--- src/ersr_pkg.sv ---
package ersr_pkg;

    // system clock and time base
    localparam int CLOCK_KHZ = 25000;
    localparam int SECOND_MS = 1000;
    localparam int ERR_HOLDOFF_MS = 128;
    localparam int MARK_HIGH_MS = 8;
    localparam int CRC_TIMEOUT_MS = 8;
    localparam int SECOND_CYCLES = SECOND_MS * CLOCK_KHZ;
    localparam int ERR_HOLDOFF_CYCLES = ERR_HOLDOFF_MS * CLOCK_KHZ;
    localparam int MARK_HIGH_CYCLES = MARK_HIGH_MS * CLOCK_KHZ;
    localparam int CRC_TIMEOUT_CYCLES = CRC_TIMEOUT_MS * CLOCK_KHZ;
    localparam int TIMER_W = 25;

    // frame alignment error counting
    localparam int ERR_CNT_W = 5;
    localparam logic [4:0] ERR_THRESHOLD = 5'h10;

    // output stream slots (channel numbers on the control/status stream)
    localparam logic [4:0] CH_ALIGN_WORD = 5'h10;
    localparam logic [4:0] CH_NONALIGN_WORD = 5'h11;
    localparam logic [4:0] CH_MASTER_ONE = 5'h12;
    localparam logic [4:0] CH_PHASE_WORD = 5'h13;
    localparam logic [4:0] CH_CRC_COUNT = 5'h14;
    localparam logic [4:0] CH_MASTER_TWO = 5'h15;

    // frame position counter: channel in [7:3], bit in [2:0]
    localparam int FRAME_POS_W = 8;
    localparam int CHAN_MSB = 7;
    localparam int CHAN_LSB = 3;
    localparam logic [2:0] BIT_FIRST = 3'h0;
    localparam logic [7:0] FRAME_POS_FIRST = 8'h00;
    // channels 16 and 17 share this upper nibble of the frame position
    localparam logic [3:0] TS0_WINDOW_NIBBLE = 4'h8;

    // phase word wrap points
    localparam logic [7:0] PHASE_TOP = 8'hFF;
    localparam logic [7:0] PHASE_BOTTOM = 8'h00;

    // reset values
    localparam logic [7:0] BYTE_RESET = 8'h00;
    localparam logic [7:0] ALIGN_IDLE = 8'hFF;
    localparam logic UNUSED_BIT = 1'b0;

    // timeslot 0 word carried through the buffer: {is_align_frame, byte}
    localparam int TS0_W = 9;
    localparam int TS0_KIND_BIT = 8;

endpackage

--- src/ersr_pair_buffer.sv ---
`timescale 1ns/1ps
`default_nettype none

module ersr_pair_buffer #(
    parameter int WIDTH = 9,
    parameter int DEPTH = 2
) (
    input wire logic i_clock,
    input wire logic i_nrst,
    input wire logic i_in_valid,
    input wire logic [WIDTH-1:0] i_in_data,
    output logic o_in_ready,
    output logic o_out_valid,
    output logic [WIDTH-1:0] o_out_data,
    input wire logic i_out_ready
);

    localparam int PTR_W = $clog2(DEPTH);
    localparam int CNT_W = $clog2(DEPTH + 1);

    typedef struct packed {
        logic [DEPTH-1:0][WIDTH-1:0] mem;
        logic [PTR_W-1:0] wr_ptr;
        logic [PTR_W-1:0] rd_ptr;
        logic [CNT_W-1:0] count;
        logic ready;
    } ersr_buf_state_t;

    ersr_buf_state_t st_reg;
    ersr_buf_state_t st_next;

    // push and pop; ready is recomputed from the next fill level
    always_comb begin
        logic push;
        logic pop;
        push = 1'b0;
        pop = 1'b0;
        st_next = st_reg;
        push = i_in_valid && st_reg.ready;
        pop = i_out_ready && (st_reg.count != '0);
        if (push) begin
            st_next.mem[st_reg.wr_ptr] = i_in_data;
            st_next.wr_ptr = (st_reg.wr_ptr == PTR_W'(DEPTH - 1)) ? '0 : st_reg.wr_ptr + 1'b1;
        end
        if (pop) begin
            st_next.rd_ptr = (st_reg.rd_ptr == PTR_W'(DEPTH - 1)) ? '0 : st_reg.rd_ptr + 1'b1;
        end
        if (push && !pop) begin
            st_next.count = st_reg.count + 1'b1;
        end else if (pop && !push) begin
            st_next.count = st_reg.count - 1'b1;
        end
        st_next.ready = (st_next.count != CNT_W'(DEPTH));
    end

    // state register
    always_ff @(posedge i_clock or negedge i_nrst) begin
        if (!i_nrst) begin
            st_reg <= '0;
            st_reg.ready <= 1'b1;
        end else begin
            st_reg <= st_next;
        end
    end

    assign o_in_ready = st_reg.ready;
    assign o_out_valid = (st_reg.count != '0);
    assign o_out_data = st_reg.mem[st_reg.rd_ptr];

endmodule

`default_nettype wire

--- src/ersr_status_reporter.sv ---
// Operation
// Align byte: bit 7 is international bit, bits 6-0 received pattern bits.
// Nonalign byte: bit 7 international bit, bit 6 the nonalign marker bit.
// Nonalign byte bit 5 carries the remote alarm bit, one means alarm.
// Nonalign byte bits 4-0 carry the national bits 4 to 8.
// Master one bit 7 is one while frame alignment is lost.
// Master one bit 6 is one while multiframe sync is lost.
// Master one bit 5 toggles after 16 alignment errors, at most once per 128 ms.
// Master one bit 4 toggles on every slip.
// Master one bit 3 follows the all-ones line alarm.
// Master one bit 2 follows all ones in timeslot 16.
// External status pin sampled once per frame into master one bit 1.
// Phase byte gives timeslot count in bits 7-3, bit position in 2-0.
// 8-bit CRC error counter wraps; cleared each second when maintenance enabled.
// Master two bits 7,6 hold Si of frames 15,13, refreshed per multiframe.
// Master two bit 3 high 8 ms, falls at each one-second interval start.
// Master two bit 2 set when CRC sync missing 8 ms after frame sync; here set only while i_maintenance_enable is high.
// Master two bit 1 reads zero once CRC multiframe alignment is found.
// Master two bit 0 is ninth phase bit, toggling on phase wrap.
// CRC error counting always runs, independent of transmit CRC generation.
// Status bytes shift out MSB first in their channel slots every frame.
`timescale 1ns/1ps
`default_nettype none

module ersr_status_reporter #(
    parameter int P_SECOND_CYCLES = ersr_pkg::SECOND_CYCLES,
    parameter int P_ERR_HOLDOFF_CYCLES = ersr_pkg::ERR_HOLDOFF_CYCLES,
    parameter int P_MARK_HIGH_CYCLES = ersr_pkg::MARK_HIGH_CYCLES,
    parameter int P_CRC_TIMEOUT_CYCLES = ersr_pkg::CRC_TIMEOUT_CYCLES
) (
    input wire logic i_clock,
    input wire logic i_nrst,
    input wire logic i_backplane_bit_clock,
    input wire logic i_backplane_frame_n,
    input wire logic i_external_status_input,
    input wire logic i_ts0_valid,
    input wire logic i_ts0_is_align,
    input wire logic [7:0] i_ts0_byte,
    output logic o_ts0_ready,
    input wire logic i_frame_sync_lost,
    input wire logic i_multiframe_sync_lost,
    input wire logic i_align_error,
    input wire logic i_slip,
    input wire logic i_rx_all_ones_alarm,
    input wire logic i_ts16_all_ones_alarm,
    input wire logic [4:0] i_tx_timeslot_count,
    input wire logic [2:0] i_tx_bit_count,
    input wire logic i_rx_multiframe_pulse,
    input wire logic i_intl_bit_frame15,
    input wire logic i_intl_bit_frame13,
    input wire logic i_crc_error,
    input wire logic i_crc_multiframe_found,
    input wire logic i_maintenance_enable,
    output logic o_control_status_out_stream,
    output logic o_control_status_out_enable
);

    localparam int TW = ersr_pkg::TIMER_W;

    typedef struct packed {
        logic [2:0] bclk_sync;
        logic [2:0] frame_sync;
        logic [2:0] xs_sync;
        logic bclk_lvl;
        logic frame_lvl;
        logic xs_lvl;
        logic [ersr_pkg::FRAME_POS_W-1:0] frame_pos;
        logic [7:0] shifter;
        logic out_bit;
        logic out_en;
        logic [7:0] align_word;
        logic [7:0] nonalign_word;
        logic ext_status;
        logic err_bit;
        logic [ersr_pkg::ERR_CNT_W-1:0] err_cnt;
        logic [TW-1:0] err_hold;
        logic slip_bit;
        logic si15;
        logic si13;
        logic [7:0] crc_cnt;
        logic [TW-1:0] sec_cnt;
        logic [TW-1:0] crc_to_cnt;
        logic crc_to_armed;
        logic crc_to_bit;
        logic fsl_prev;
        logic [7:0] phase_prev;
        logic phase_msb;
    } ersr_state_t;

    ersr_state_t st_reg;
    ersr_state_t st_next;

    logic buf_out_valid;
    logic [ersr_pkg::TS0_W-1:0] buf_out_data;
    logic buf_out_ready;
    logic buf_in_ready;

    ////////////////////////////////////////////////////////////////////////////
    // helpers

    // a synchronised pin has changed once the second and third stages agree
    function automatic logic pin_changed(input logic [2:0] sync, input logic lvl);
        pin_changed = (sync[1] == sync[2]) && (sync[2] != lvl);
    endfunction

    // assemble the status byte for one stream channel
    function automatic logic [8:0] slot_byte(input ersr_state_t s, input logic [4:0] chan,
                                             input logic [7:0] m1, input logic [7:0] m2,
                                             input logic [7:0] ph);
        slot_byte = {1'b1, ersr_pkg::BYTE_RESET};
        unique case (chan)
            ersr_pkg::CH_ALIGN_WORD: slot_byte = {1'b1, s.align_word};
            ersr_pkg::CH_NONALIGN_WORD: slot_byte = {1'b1, s.nonalign_word};
            ersr_pkg::CH_MASTER_ONE: slot_byte = {1'b1, m1};
            ersr_pkg::CH_PHASE_WORD: slot_byte = {1'b1, ph};
            ersr_pkg::CH_CRC_COUNT: slot_byte = {1'b1, s.crc_cnt};
            ersr_pkg::CH_MASTER_TWO: slot_byte = {1'b1, m2};
            default: slot_byte = {1'b0, ersr_pkg::BYTE_RESET};
        endcase
    endfunction

    ////////////////////////////////////////////////////////////////////////////
    // timeslot 0 buffer; drained only outside the channels that publish it

    assign buf_out_ready = (st_reg.frame_pos[7:4] != ersr_pkg::TS0_WINDOW_NIBBLE);

    ersr_pair_buffer #(
        .WIDTH(ersr_pkg::TS0_W),
        .DEPTH(2)
    ) u_ts0_buffer (
        .i_clock(i_clock),
        .i_nrst(i_nrst),
        .i_in_valid(i_ts0_valid),
        .i_in_data({i_ts0_is_align, i_ts0_byte}),
        .o_in_ready(buf_in_ready),
        .o_out_valid(buf_out_valid),
        .o_out_data(buf_out_data),
        .i_out_ready(buf_out_ready)
    );

    ////////////////////////////////////////////////////////////////////////////
    // next state

    always_comb begin
        logic [7:0] master_one;
        logic [7:0] master_two;
        logic [7:0] phase_word;
        logic [8:0] slot;
        logic bclk_fall;
        logic frame_start;
        logic sec_wrap;
        logic err_fire;
        master_one = '0;
        master_two = '0;
        phase_word = '0;
        slot = '0;
        bclk_fall = 1'b0;
        frame_start = 1'b0;
        sec_wrap = 1'b0;
        err_fire = 1'b0;
        st_next = st_reg;

        // pin synchronisers
        st_next.bclk_sync = {st_reg.bclk_sync[1:0], i_backplane_bit_clock};
        st_next.frame_sync = {st_reg.frame_sync[1:0], i_backplane_frame_n};
        st_next.xs_sync = {st_reg.xs_sync[1:0], i_external_status_input};
        if (pin_changed(st_reg.bclk_sync, st_reg.bclk_lvl)) begin
            st_next.bclk_lvl = st_reg.bclk_sync[2];
            bclk_fall = !st_reg.bclk_sync[2];
        end
        if (pin_changed(st_reg.frame_sync, st_reg.frame_lvl)) begin
            st_next.frame_lvl = st_reg.frame_sync[2];
        end
        if (pin_changed(st_reg.xs_sync, st_reg.xs_lvl)) begin
            st_next.xs_lvl = st_reg.xs_sync[2];
        end
        frame_start = bclk_fall && !st_reg.frame_lvl;

        // drain timeslot 0 words into the align or nonalign byte
        if (buf_out_valid && buf_out_ready) begin
            if (buf_out_data[ersr_pkg::TS0_KIND_BIT]) begin
                st_next.align_word = buf_out_data[7:0];
            end else begin
                st_next.nonalign_word = buf_out_data[7:0];
            end
        end

        // external status pin, once per frame
        if (frame_start) begin
            st_next.ext_status = st_reg.xs_lvl;
        end

        // alignment errors: toggle on 16, hold off 128 ms between toggles
        if (st_reg.err_hold != '0) begin
            st_next.err_hold = st_reg.err_hold - 1'b1;
        end
        err_fire = (st_reg.err_cnt >= ersr_pkg::ERR_THRESHOLD) && (st_reg.err_hold == '0);
        if (err_fire) begin
            st_next.err_bit = !st_reg.err_bit;
            st_next.err_hold = TW'(P_ERR_HOLDOFF_CYCLES - 1);
            st_next.err_cnt = ersr_pkg::ERR_CNT_W'(i_align_error);
        end else if (i_align_error && (st_reg.err_cnt < ersr_pkg::ERR_THRESHOLD)) begin
            st_next.err_cnt = st_reg.err_cnt + 1'b1;
        end

        // slips
        if (i_slip) begin
            st_next.slip_bit = !st_reg.slip_bit;
        end

        // Si bits per multiframe
        if (i_rx_multiframe_pulse) begin
            st_next.si15 = i_intl_bit_frame15;
            st_next.si13 = i_intl_bit_frame13;
        end

        // one-second interval
        sec_wrap = (st_reg.sec_cnt == TW'(P_SECOND_CYCLES - 1));
        st_next.sec_cnt = sec_wrap ? '0 : st_reg.sec_cnt + 1'b1;

        // CRC error counter; an error in the clearing cycle still counts
        if (sec_wrap && i_maintenance_enable) begin
            st_next.crc_cnt = {7'h00, i_crc_error};
        end else if (i_crc_error) begin
            st_next.crc_cnt = st_reg.crc_cnt + 1'b1;
        end

        // CRC sync timeout from regained frame sync
        st_next.fsl_prev = i_frame_sync_lost;
        if (st_reg.fsl_prev && !i_frame_sync_lost) begin
            st_next.crc_to_armed = 1'b1;
            st_next.crc_to_cnt = TW'(P_CRC_TIMEOUT_CYCLES - 1);
        end else if (i_frame_sync_lost || i_crc_multiframe_found) begin
            st_next.crc_to_armed = 1'b0;
        end else if (st_reg.crc_to_armed) begin
            if (st_reg.crc_to_cnt == '0) begin
                st_next.crc_to_armed = 1'b0;
                st_next.crc_to_bit = i_maintenance_enable;
            end else begin
                st_next.crc_to_cnt = st_reg.crc_to_cnt - 1'b1;
            end
        end
        if (i_crc_multiframe_found || !i_maintenance_enable) begin
            st_next.crc_to_bit = 1'b0;
        end

        // ninth phase bit toggles on wrap either way
        phase_word = {i_tx_timeslot_count, i_tx_bit_count};
        st_next.phase_prev = phase_word;
        if ((st_reg.phase_prev == ersr_pkg::PHASE_TOP && phase_word == ersr_pkg::PHASE_BOTTOM) ||
            (st_reg.phase_prev == ersr_pkg::PHASE_BOTTOM && phase_word == ersr_pkg::PHASE_TOP)) begin
            st_next.phase_msb = !st_reg.phase_msb;
        end

        // status bytes
        master_one = {i_frame_sync_lost,
                      i_multiframe_sync_lost,
                      st_reg.err_bit, st_reg.slip_bit,
                      i_rx_all_ones_alarm,
                      i_ts16_all_ones_alarm,
                      st_reg.ext_status, ersr_pkg::UNUSED_BIT};
        master_two = {st_reg.si15, st_reg.si13, ersr_pkg::UNUSED_BIT, ersr_pkg::UNUSED_BIT,
                      (st_reg.sec_cnt >= TW'(P_SECOND_CYCLES - P_MARK_HIGH_CYCLES)),
                      st_reg.crc_to_bit,
                      !i_crc_multiframe_found,
                      st_reg.phase_msb};

        // serialiser: advance on each falling backplane clock edge
        if (bclk_fall) begin
            st_next.frame_pos = frame_start ? ersr_pkg::FRAME_POS_FIRST : st_reg.frame_pos + 1'b1;
            if (st_next.frame_pos[2:0] == ersr_pkg::BIT_FIRST) begin
                slot = slot_byte(st_reg, st_next.frame_pos[ersr_pkg::CHAN_MSB:ersr_pkg::CHAN_LSB],
                                 master_one, master_two, phase_word);
                st_next.shifter = {slot[6:0], 1'b0};
                st_next.out_bit = slot[7];
                st_next.out_en = slot[8];
            end else begin
                st_next.shifter = {st_reg.shifter[6:0], 1'b0};
                st_next.out_bit = st_reg.shifter[7];
            end
        end
    end

    ////////////////////////////////////////////////////////////////////////////
    // state register

    always_ff @(posedge i_clock or negedge i_nrst) begin
        if (!i_nrst) begin
            st_reg <= '0;
            st_reg.bclk_sync <= 3'h7;
            st_reg.frame_sync <= 3'h7;
            st_reg.bclk_lvl <= 1'b1;
            st_reg.frame_lvl <= 1'b1;
            st_reg.align_word <= ersr_pkg::ALIGN_IDLE;
            st_reg.nonalign_word <= ersr_pkg::ALIGN_IDLE;
            st_reg.fsl_prev <= 1'b1;
        end else begin
            st_reg <= st_next;
        end
    end

    ////////////////////////////////////////////////////////////////////////////
    // outputs

    // ready is registered inside the buffer
    assign o_ts0_ready = buf_in_ready;
    assign o_control_status_out_stream = st_reg.out_bit;
    assign o_control_status_out_enable = st_reg.out_en;

endmodule

`default_nettype wire

--- config.mk ---
export PLATFORM = sky130hd
export DESIGN_NAME = ersr_status_reporter
export DESIGN_NICKNAME = d
export VERILOG_FILES = /design/src/ersr_pkg.sv /design/src/ersr_pair_buffer.sv /design/src/ersr_status_reporter.sv
export SDC_FILE = /design/constraint.sdc
export NUM_CORES = 1
export LEC_CHECK = 0
export ABC_CLOCK_PERIOD_IN_PS = 5800
export BUFFER_PORTS_ARGS = -buffer_cell sky130_fd_sc_hd__buf_2
export CAP_MARGIN = 10
export CORE_UTILIZATION = 40
export DETAILED_ROUTE_END_ITERATION = 8
export PLACE_DENSITY = 0.56
export SETUP_SLACK_MARGIN = 0.3
export SLEW_MARGIN = 30
export SYNTH_ARGS = -nofsm -noshare
export SYNTH_HDL_FRONTEND = slang
export SYNTH_SLANG_ARGS = --single-unit
--- constraint.sdc ---
create_clock -name i_clock -period 5.8 [get_ports i_clock]
set_clock_uncertainty 0.05 [all_clocks]
set_input_delay 0 -clock i_clock [delete_from_list [all_inputs] [get_ports i_clock]]
set_output_delay 0 -clock i_clock [all_outputs]
set_load 0.01 [all_outputs]
==> results.md, run 1 <==
- Outcome: finished clean
- Initial antenna violation count: 0
- Sequential area share after synthesis: 51.6%
- Mapped cell area: 0.00845 mm^2
- Hold Crit Start: i_rx_all_ones_alarm
- Vias in the first global route: 6,120
- Pwr per Cell Area: 360 mW/mm^2
- Setup TNS Final: 0 ns
- Routed vias: 6,215
- Post-synth EDFFs: 0
- FF-to-FF Start: st_reg[15]
- Worst EP required: a little over 6 ns
- Fin crit share: 56.4%
- CP startpoint kind: register
- Largest net degree at the start of global routing: 99
- Drt drc: 0
- Mapped Cells: 825
- TritonRoute pass-1 iters: 5
- Main synth FF type: dfrtp_1
- Starting Density: 41.2%
- Synth cell types: 66
- Clock buffer depth: 2
- Fin. Hold Viols: 0
- # setup viols final: 0
- Tmin final: 3.27 ns
- CTS resizes: 0
- Io pins: 38
- Filler cells: 1,967
- Slew @ Worst Pin: 0.929 ns
- Synth warnings: 0
- Worst Setup End Kind: register
- CP Max Fanout: 8
- Layout Cells excl Fill: 1,174
- Area added between synthesis and finish: 16.9%
- Fmax: 306 MHz
- Gr usage total: between 10% and 20%
- Port-buffer cells: 37
- First-pass GRT wire length: 31,400 um
- Die W: 147 um
- Clk slew on worst S/H paths: 0.07 ns
- Row count: 52
- Yosys reg bits: 173
- H-tree levels: 4
- Via-to-Cell Ratio: approximately 5.3
- Post-Syn Nets: 869
- Crit Path Category: register to register
- Worst Path Arrival: around 3.6 ns
- Leak: 4.20 nW
- CTS tree: done
- Multi-input logic area: 0.00391 mm^2
- Max IR drop VDD: 0.190 mV
- FF+latch area: 0.00436 mm^2
- Slew Limit Fails: 0
- Total CTS buffers: 17
- Min Hold Slack: 0.0250 ns
- Hpwl dp: 12,300 um
- Ys async rst share: 100%
- HP Class: primary input to register
- Routability Congestion: about 0.82
- Clk_lat worst skew: 0.43 ns
- Syn_area_per_cell: around 10 um^2
- Layout cells sized above 1: between 10% and 20%
- Max reg flops: 142
- RSZ-0062 raised after global routing: false
- Antenna-violating nets left: 0
- Slew HR: 37.6%
- Ant. Diodes: 0
- Cell count after placement: 1,110
- DIE HEIGHT: 147 um
- Critical Path Start: st_reg[15]
- Total congestion overflow: 0
- Total die area: 0.0217 mm^2
- Max cap viols: 0
- Nets: 935
- # clock sinks: 173
- Root Driver: clkbuf_16
- Initial DRC Count: ~380
- Routed wire length: 18,300 um
- WL/cell: 15.6 um
- Core area: slightly above 0.02 mm^2
## per-stage QoR
stage | util [%] | area (um^2) | worst slack (ns) | total power [mW]
after CTS | 48.1 | 9870 | 2.50 | 3.59
after detailed placement | 43.6 | 8930 | 2.94 | 2.36
after floorplan | - | 8450 | 3.22 | 2.14
after global routing | 48.2 | 9870 | 2.39 | 3.77
after global placement | 43.5 | 8920 | 2.92 | 2.34
final | 48.2 | 9870 | 2.53 | 3.56
## worst max-delay path: stages (launching register included)
cell and delay, ns:
dfrtp_1 0.44, or4_4 0.54, or4_4 0.47, nor3_1 0.78, a21oi_1 0.14, nor3b_1 0.21, dlygate4sd3_1 0.57
## area by class of cell
cell class / count / share of cell area [%]
clock inverter: 14 / 1.82
timing repair buffer: 77 / 5.85
inverter: 18 / 0.684
multi-input combinational: 604 / 39.6
sequential: 173 / 44.2
tap: 270 / 3.42
clock buffer: 18 / 4.45
## layer usage
| layer | up-vias | wire, um | GRT usage, % | share of wire (%) |
|---|---|---|---|---|
| met5 | - | 0 | 0 | 0 |
| met3 | 19 | 689 | 4.07 | 3.8 |
| met2 | 105 | 8290 | 28.1 | 45 |
| li1 | 3067 | - | - | - |
| met4 | 0 | 210 | 4.43 | 1.1 |
| met1 | 3024 | 9140 | 25.8 | 50 |
## cell usage after synthesis (18+ instances only)
master | instances | share of area (%)
xor2_1 | 40 | 4.1
mux2_2 | 22 | 2.9
o21ai_0 | 34 | 2.0
a21oi_1 | 41 | 2.4
nand2_1 | 71 | 3.2
clkbuf_1 | 28 | 1.2
inv_1 | 18 | 0.80
nand3_1 | 32 | 1.9
xnor2_1 | 29 | 3.0
nor2_1 | 88 | 3.9
dfrtp_1 | 147 | 44
nor3_1 | 20 | 1.2
dfstp_2 | 26 | 8.1
mux2i_1 | 19 | 2.3
## worst paths after layout
kind	to	slack, ns	cells past startpoint
worst max-delay path	st_reg[10]	2.53	6
worst min-delay path	st_reg[127]	0.02	4
worst max register to register	st_reg[10]	2.53	6
worst min register to register	st_next[144]	0.30	0
max in group asynchronous	st_reg[28]	4.35	3
min in group asynchronous	st_reg[139]	0.14	2
## cell usage in the layout, fill, tap and decap left out, types with 7 or more instances in the layout
master           n
dfrtp_1        147
nor2_1          87
nand2_1         71
a21oi_1         41
xor2_1          40
buf_2           36
o21ai_0         34
nand3_1         32
dlygate4sd3_1   32
xnor2_1         29
dfstp_2         26
mux2_2          22
nor3_1          20
mux2i_1         19
inv_1           18
clkbuf_16       17
nand4_1         15
nor4_1          14
and3_1          12
nand2b_1         9
nor2b_1          9
or3_1            9
ha_1             9
a32o_1           8
a22o_1           8
buf_4            7
## report_power, final
part           switching, mW  leakage [nW]  internal [mW]  total [mW]
sequential             0.189          2.07           1.48        1.67
clock                  0.512         0.304          0.700        1.21
combinational          0.356          1.83          0.323       0.679
total                   1.06          4.20           2.50        3.56
## logic make-up after synthesis
group	count (synthesis)	synth area share [%]
buffers and inverters	48	2.24
AO/OA/AOI/OAI	143	11.0
XOR/XNOR	69	7.15
AND/OR/NAND/NOR	337	20.9
flip-flops	173	51.6
multiplexers	41	5.18
adder cells (fa/ha/maj)	14	1.93
## repair_timing
item | in CTS | in global routing
hold buffers | 32 | 0
buffers inserted | 0 | 0
endpoints found under the hold margin | 126 | 0
Power figures use the tool's default switching activity.
==> run 2, diff against run 1 <==
- ABC_CLOCK_PERIOD_IN_PS: 5800 -> 3300
- clock period: 5.8 -> 3.3 ns (I/O delays scaled with it)
==> run 2 against run 1 <==
  * Core utilization grew 0.22 points
  * Combinational power rose by 77%
  * Clock power rose by 69%
  * Flip-flop and latch count did not move
  * First-iteration DRC count shrank 14%
  * Global-route usage is 0.21 points lower
  * Sequential share of layout area is 0.20 points lower
  * Sequential power rose by 75%
  * Via count up 0.11%
  * Design area is 0.46% higher
  * Critical path type unchanged
==> results.md, run 2 (synthesis results as in run 1) <==
- Max reg flops: 142
- Total CTS buffers: 17
- WL/cell: 15.4 um
- Sw power: roughly 1.9 mW
- First-pass GRT wire length: 31,000 um
- Clock buffer depth: 2
- Antenna-violating nets left: 0
- Ant. Diodes: 0
- CP max stage delay: between 0.5 and 0.6 ns
- Critical path buffer and inverter count: 2
- Int Power: 4.26 mW
- Core area: 0.0205 mm^2
- Top cell by count, worst path: or4_4
- Layout cells sized above 1: 17.0%
- Fin crit share: 85.1%
- Crit Path Category: register to register
- Switch share: 30.9%
- Initial antenna violation count: 0
- Area added between synthesis and finish: 17.4%
- Row count: 52
- Comb power frac: 19.5%
- Layout Cells excl Fill: 1,183
- Hpwl dp: ~13,000 um
- Vias in the first global route: about 6,100
- Total die area: 0.0217 mm^2
- Clk slew on worst S/H paths: roughly 0.07 ns
- Clock network power share: 33.1%
- # clock sinks: between 150 and 200
- Crit-path cells: or4_4 > or4_4 > nor3_1 > buf_4 > a21oi_1 > nor3b_1 > dlygate4sd3_1
- Tmin final: 2.81 ns
- Cell count after placement: 1,118
- Outcome: finished clean
- Pwr per Cell Area: 622 mW/mm^2
- Commonest non-fill, non-tap cell in the layout: dfrtp_1
- CTS tree: done
- Routed vias: 6,222
- Slew Limit Fails: 0
- Worst EP required: 3.63 ns
- # setup viols final: 0
- Top Family by Delay on Critical Path: simple AND/OR/NAND/NOR gates
- Initial DRC Count: 325
- Worst Setup End Kind: register
- Routed wire length: 18,200 um
- Slew HR: about half
- Critical path's slowest cell: dlygate4sd3_1
- Fmax: 356 MHz
- Fin. Hold Viols: 0
- Nets: 944
- Largest net degree at the start of global routing: between 50 and 60
- Met1 usage: 25.0%
- Io pins: 38
- Routability Congestion: 0.819
- Clk_lat worst skew: 0.44 ns
- Max cap viols: 0
- RSZ-0062 raised after global routing: false
- Routing usage on met2: 27.9%
- HP Class: primary input to asynchronous set/reset pin
- Max IR drop VDD: between 0.3 and 0.4 mV
- H-tree levels: 4
- Via-to-Cell Ratio: between 5 and 6
- Setup Buffers After CTS: 0
- Setup TNS Final: 0 ns
- Gr usage total: 18.0%
- Die W: around 150 um
- Grt peak-use layer: met2
- Worst Path Arrival: 3.14 ns
- Port-buffer cells: 37
- Total congestion overflow: 0
- CP Max Fanout: 8
- Sequential group share of total power: 47.4%
- Slew @ Worst Pin: 0.735 ns
- Starting Density: 41.2%
- M3 GR Usage: 4.41%
- Root Driver: clkbuf_16
- Drt drc: 0
- Leak: 4.23 nW
- DIE HEIGHT: between 100 and 150 um
- CP startpoint kind: register
- TritonRoute pass-1 iters: 5
- Commonest non-fill, non-tap cells in the layout: dfrtp_1, nor2_1, nand2_1
-- run 2: changes by cell type in the layout (fill, tap and decap cells not counted), moves of 2 or more --
cell       delta
bufinv_16     -2
inv_8         +4
buf_4         +8
clkbuf_8      -2
clkinv_2      -2
-- run 2: path summary, 6_finish.rpt --
check | end | cells after the start | slack, ns | from
worst max-delay path | st_reg[10] | 7 | 0.49 | st_reg[18]
worst min-delay path | st_reg[144] | 2 | 0.02 | i_nrst
worst max register to register | st_reg[10] | 7 | 0.49 | st_reg[18]
worst min register to register | st_next[144] | 0 | 0.30 | st_next[143]
max in group asynchronous | st_reg[9] | 3 | 2.29 | i_nrst
min in group i_clock | st_reg[127] | 4 | 0.03 | i_rx_all_ones_alarm
-- run 2: worst reg2reg max path, delay by kind of cell (launching register included) --
kind	cells	cell delay (ns)
simple gates	4	1.45
buf+inv	2	0.78
flops	1	0.40
compound gates	1	0.08
-- run 2: timing repair --
| action | CTS | global route |
|---|---|---|
| hold buffers | 33 | 0 |
| endpoints found under the hold margin | 154 | 0 |
| gates resized for setup | 0 | 0 |
-- run 2: per-layer routing --
metal,vias to the layer above,share of wire [%]
li1,3101,-
met1,3018,49
met2,91,46
met3,12,4.0
met4,0,1.1
met5,-,0
-- run 2: through the flow --
step	setup WS [ns]	cell area (um^2)	utilization (%)	power [mW]	hold WS, ns
finish	0.493	9920	48.4	6.17	0.0161
global route	0.302	9920	48.4	6.54	0.0184
CTS	0.511	9920	48.4	6.24	0.0129
detailed placement	0.535	8990	43.9	4.15	-0.0685
global placement	0.568	8990	43.9	4.12	-0.0655
floorplan	0.717	8450	-	3.77	-0.346
-- run 2: power groups by stage --
| stage | clock network, mW | registers (mW) | logic [mW] |
|---|---|---|---|
| 2_1_floorplan | 0 | 2.81 | 0.956 |
| 3_3_place_gp | 0 | 2.96 | 1.16 |
| 3_5_place_dp | 0 | 2.97 | 1.19 |
| 4_1_cts | 2.09 | 2.93 | 1.23 |
| 5_1_grt | 2.18 | 2.98 | 1.38 |
| 6_report | 2.04 | 2.92 | 1.20 |
-- run 2: final cells by class --
type | instances | area [um^2]
fill | 1949 | 10600
sequential | 173 | 4360
multi-input combinational | 604 | 3900
timing repair buffer | 86 | 654
clock buffer | 17 | 425
tap | 270 | 338
clock inverter | 15 | 171
inverter | 18 | 67.6
==> run 3, diff against run 2 <==
- CORE_UTILIZATION: 40 -> 48
- PLACE_DENSITY: 0.56 -> 0.65
==> run 3 against run 2 <==
  * Sequential power hardly changed
  * Critical path depth is 1 lower
  * Sequential share of layout area is 0.11 points higher
  * Combinational power hardly changed
==> results.md, run 3 (synthesis results as in run 1) <==
- Outcome: finished clean
- Total congestion overflow: 0
- FF+latch area: 0.00436 mm^2
- CTS tree: done
- H-tree levels: 4
- Hpwl dp: 12,800 um
- Max IR drop VDD: approximately 0.43 mV
- # setup viols final: 0
- Worst EP required: 3.55 ns
- Drt drc: 0
- Starting Density: between 40% and 50%
- Slew @ Worst Pin: roughly 0.8 ns
- DIE HEIGHT: 135 um
- Total CTS buffers: 17
- Setup Buffers After CTS: 0
- Routability Congestion: 0.884
- Clk slew on worst S/H paths: ~0.07 ns
- WL/cell: 16.1 um
- Max cap viols: 0
- Nets: ~940
- Commonest non-fill, non-tap cells in the layout: dfrtp_1, nor2_1, nand2_1
- Worst Path Arrival: 3.04 ns
- Worst Setup End Kind: register
- Pwr per Cell Area: between 600 and 700 mW/mm^2
- First-pass GRT wire length: 31,000 um
- Multi-input logic area: 0.00391 mm^2
- Routed wire length: 18,300 um
- Routed vias: 6,525
- Leak: 4.24 nW
- Row count: 48
- Commonest non-fill, non-tap cell in the layout: dfrtp_1
- Filler cells: about 1,400
- Slew HR: 46.7%
- CP startpoint kind: register
- CP Max Fanout: 11
- Crit Path Category: register to register
- HP Class: primary input to register
- Fin crit share: between 80 and 90%
- Clk_lat worst skew: 0.43 ns
- Antenna-violating nets left: 0
- Die W: ~130 um
- Clock buffer depth: 2
- Total die area: 0.0181 mm^2
- Gr usage total: a little over a fifth
- RSZ-0062 raised after global routing: false
- Largest net degree at the start of global routing: 79
- Ant. Diodes: 0
- Layout cells sized above 1: 17.1%
- Fin. Hold Viols: 0
- Port-buffer cells: 37
- Slew Limit Fails: 0
- Fmax: 358 MHz
- TritonRoute pass-1 iters: 5
- Max reg flops: 142
- Setup TNS Final: 0 ns
- Core area: 0.0172 mm^2
- Tmin final: approximately 2.8 ns
- Area added between synthesis and finish: 17.1%
- # clock sinks: 173
- Initial DRC Count: 461
- Via-to-Cell Ratio: between 5 and 6
- Initial antenna violation count: 0
- Vias in the first global route: roughly 6,600
- Final core occ: 57.4%
- Root Driver: clkbuf_16
- Io pins: 38
run 3: repair_timing:
| item | in CTS | in global routing |
|---|---|---|
| endpoints found under the setup margin | 0 | 1 |
| hold buffers | 34 | 0 |
| resized for setup | 0 | 1 |
| hold endpoints to repair | 123 | 0 |
run 3: per-layer routing:
layer,global-route usage [%],part of all wire [%],routed length [um],vias to the layer above
met2,35.5,50,9240,139
met4,8.49,2.1,386,0
met3,4.50,3.2,581,27
met5,0,0,0,-
li1,-,-,-,3102
met1,27.6,44,8130,3257
run 3: worst max-delay path, stage by stage, from the launching register on:
cell     delay [ns]
dfrtp_1        0.40
or4_4          0.57
or4_4          0.47
or4_4          0.65
nor2_1         0.29
or4_1          0.15
o21ai_0        0.08
run 3: area by class of cell:
type	instances	area share (%)
Clock buffer	18	4.44
Clock inverter	14	1.82
Inverter	18	0.683
Multi-Input combinational cell	604	39.5
Sequential cell	173	44.1
Tap cell	225	2.85
Timing Repair Buffer	86	6.64
run 3: path summary, 6_finish.rpt:
path | end | slack [ns] | cells after the start | from
setup / recovery | st_reg[87] | 0.51 | 6 | st_reg[88]
hold / removal | st_reg[126] | 0.02 | 5 | i_ts16_all_ones_alarm
setup reg to reg | st_reg[87] | 0.51 | 6 | st_reg[88]
hold reg to reg | st_next[144] | 0.31 | 0 | st_next[143]
max in group asynchronous | st_reg[87] | 2.20 | 3 | i_nrst
min in group asynchronous | st_reg[144] | 0.11 | 2 | i_nrst
run 3: power by group:
part	switching, mW	leakage (nW)	internal, mW
clock	0.895	0.298	1.17
sequential	0.332	2.07	2.60
combinational	0.658	1.87	0.574
total	1.89	4.24	4.34
run 3: per-stage QoR:
stage | setup slack, ns | cells | power (mW) | hold slack, ns | area [um^2]
2_1_floorplan | 0.717 | 825 | 3.77 | -0.346 | 8450
3_3_place_gp | 0.582 | 1072 | 4.06 | 0.00430 | 8920
3_5_place_dp | 0.494 | 1072 | 4.15 | 0.0187 | 8920
4_1_cts | 0.444 | 1138 | 6.26 | 0.0215 | 9880
5_1_grt | 0.388 | 1138 | 6.55 | 0.121 | 9890
6_report | 0.506 | 1138 | 6.23 | 0.0234 | 9890
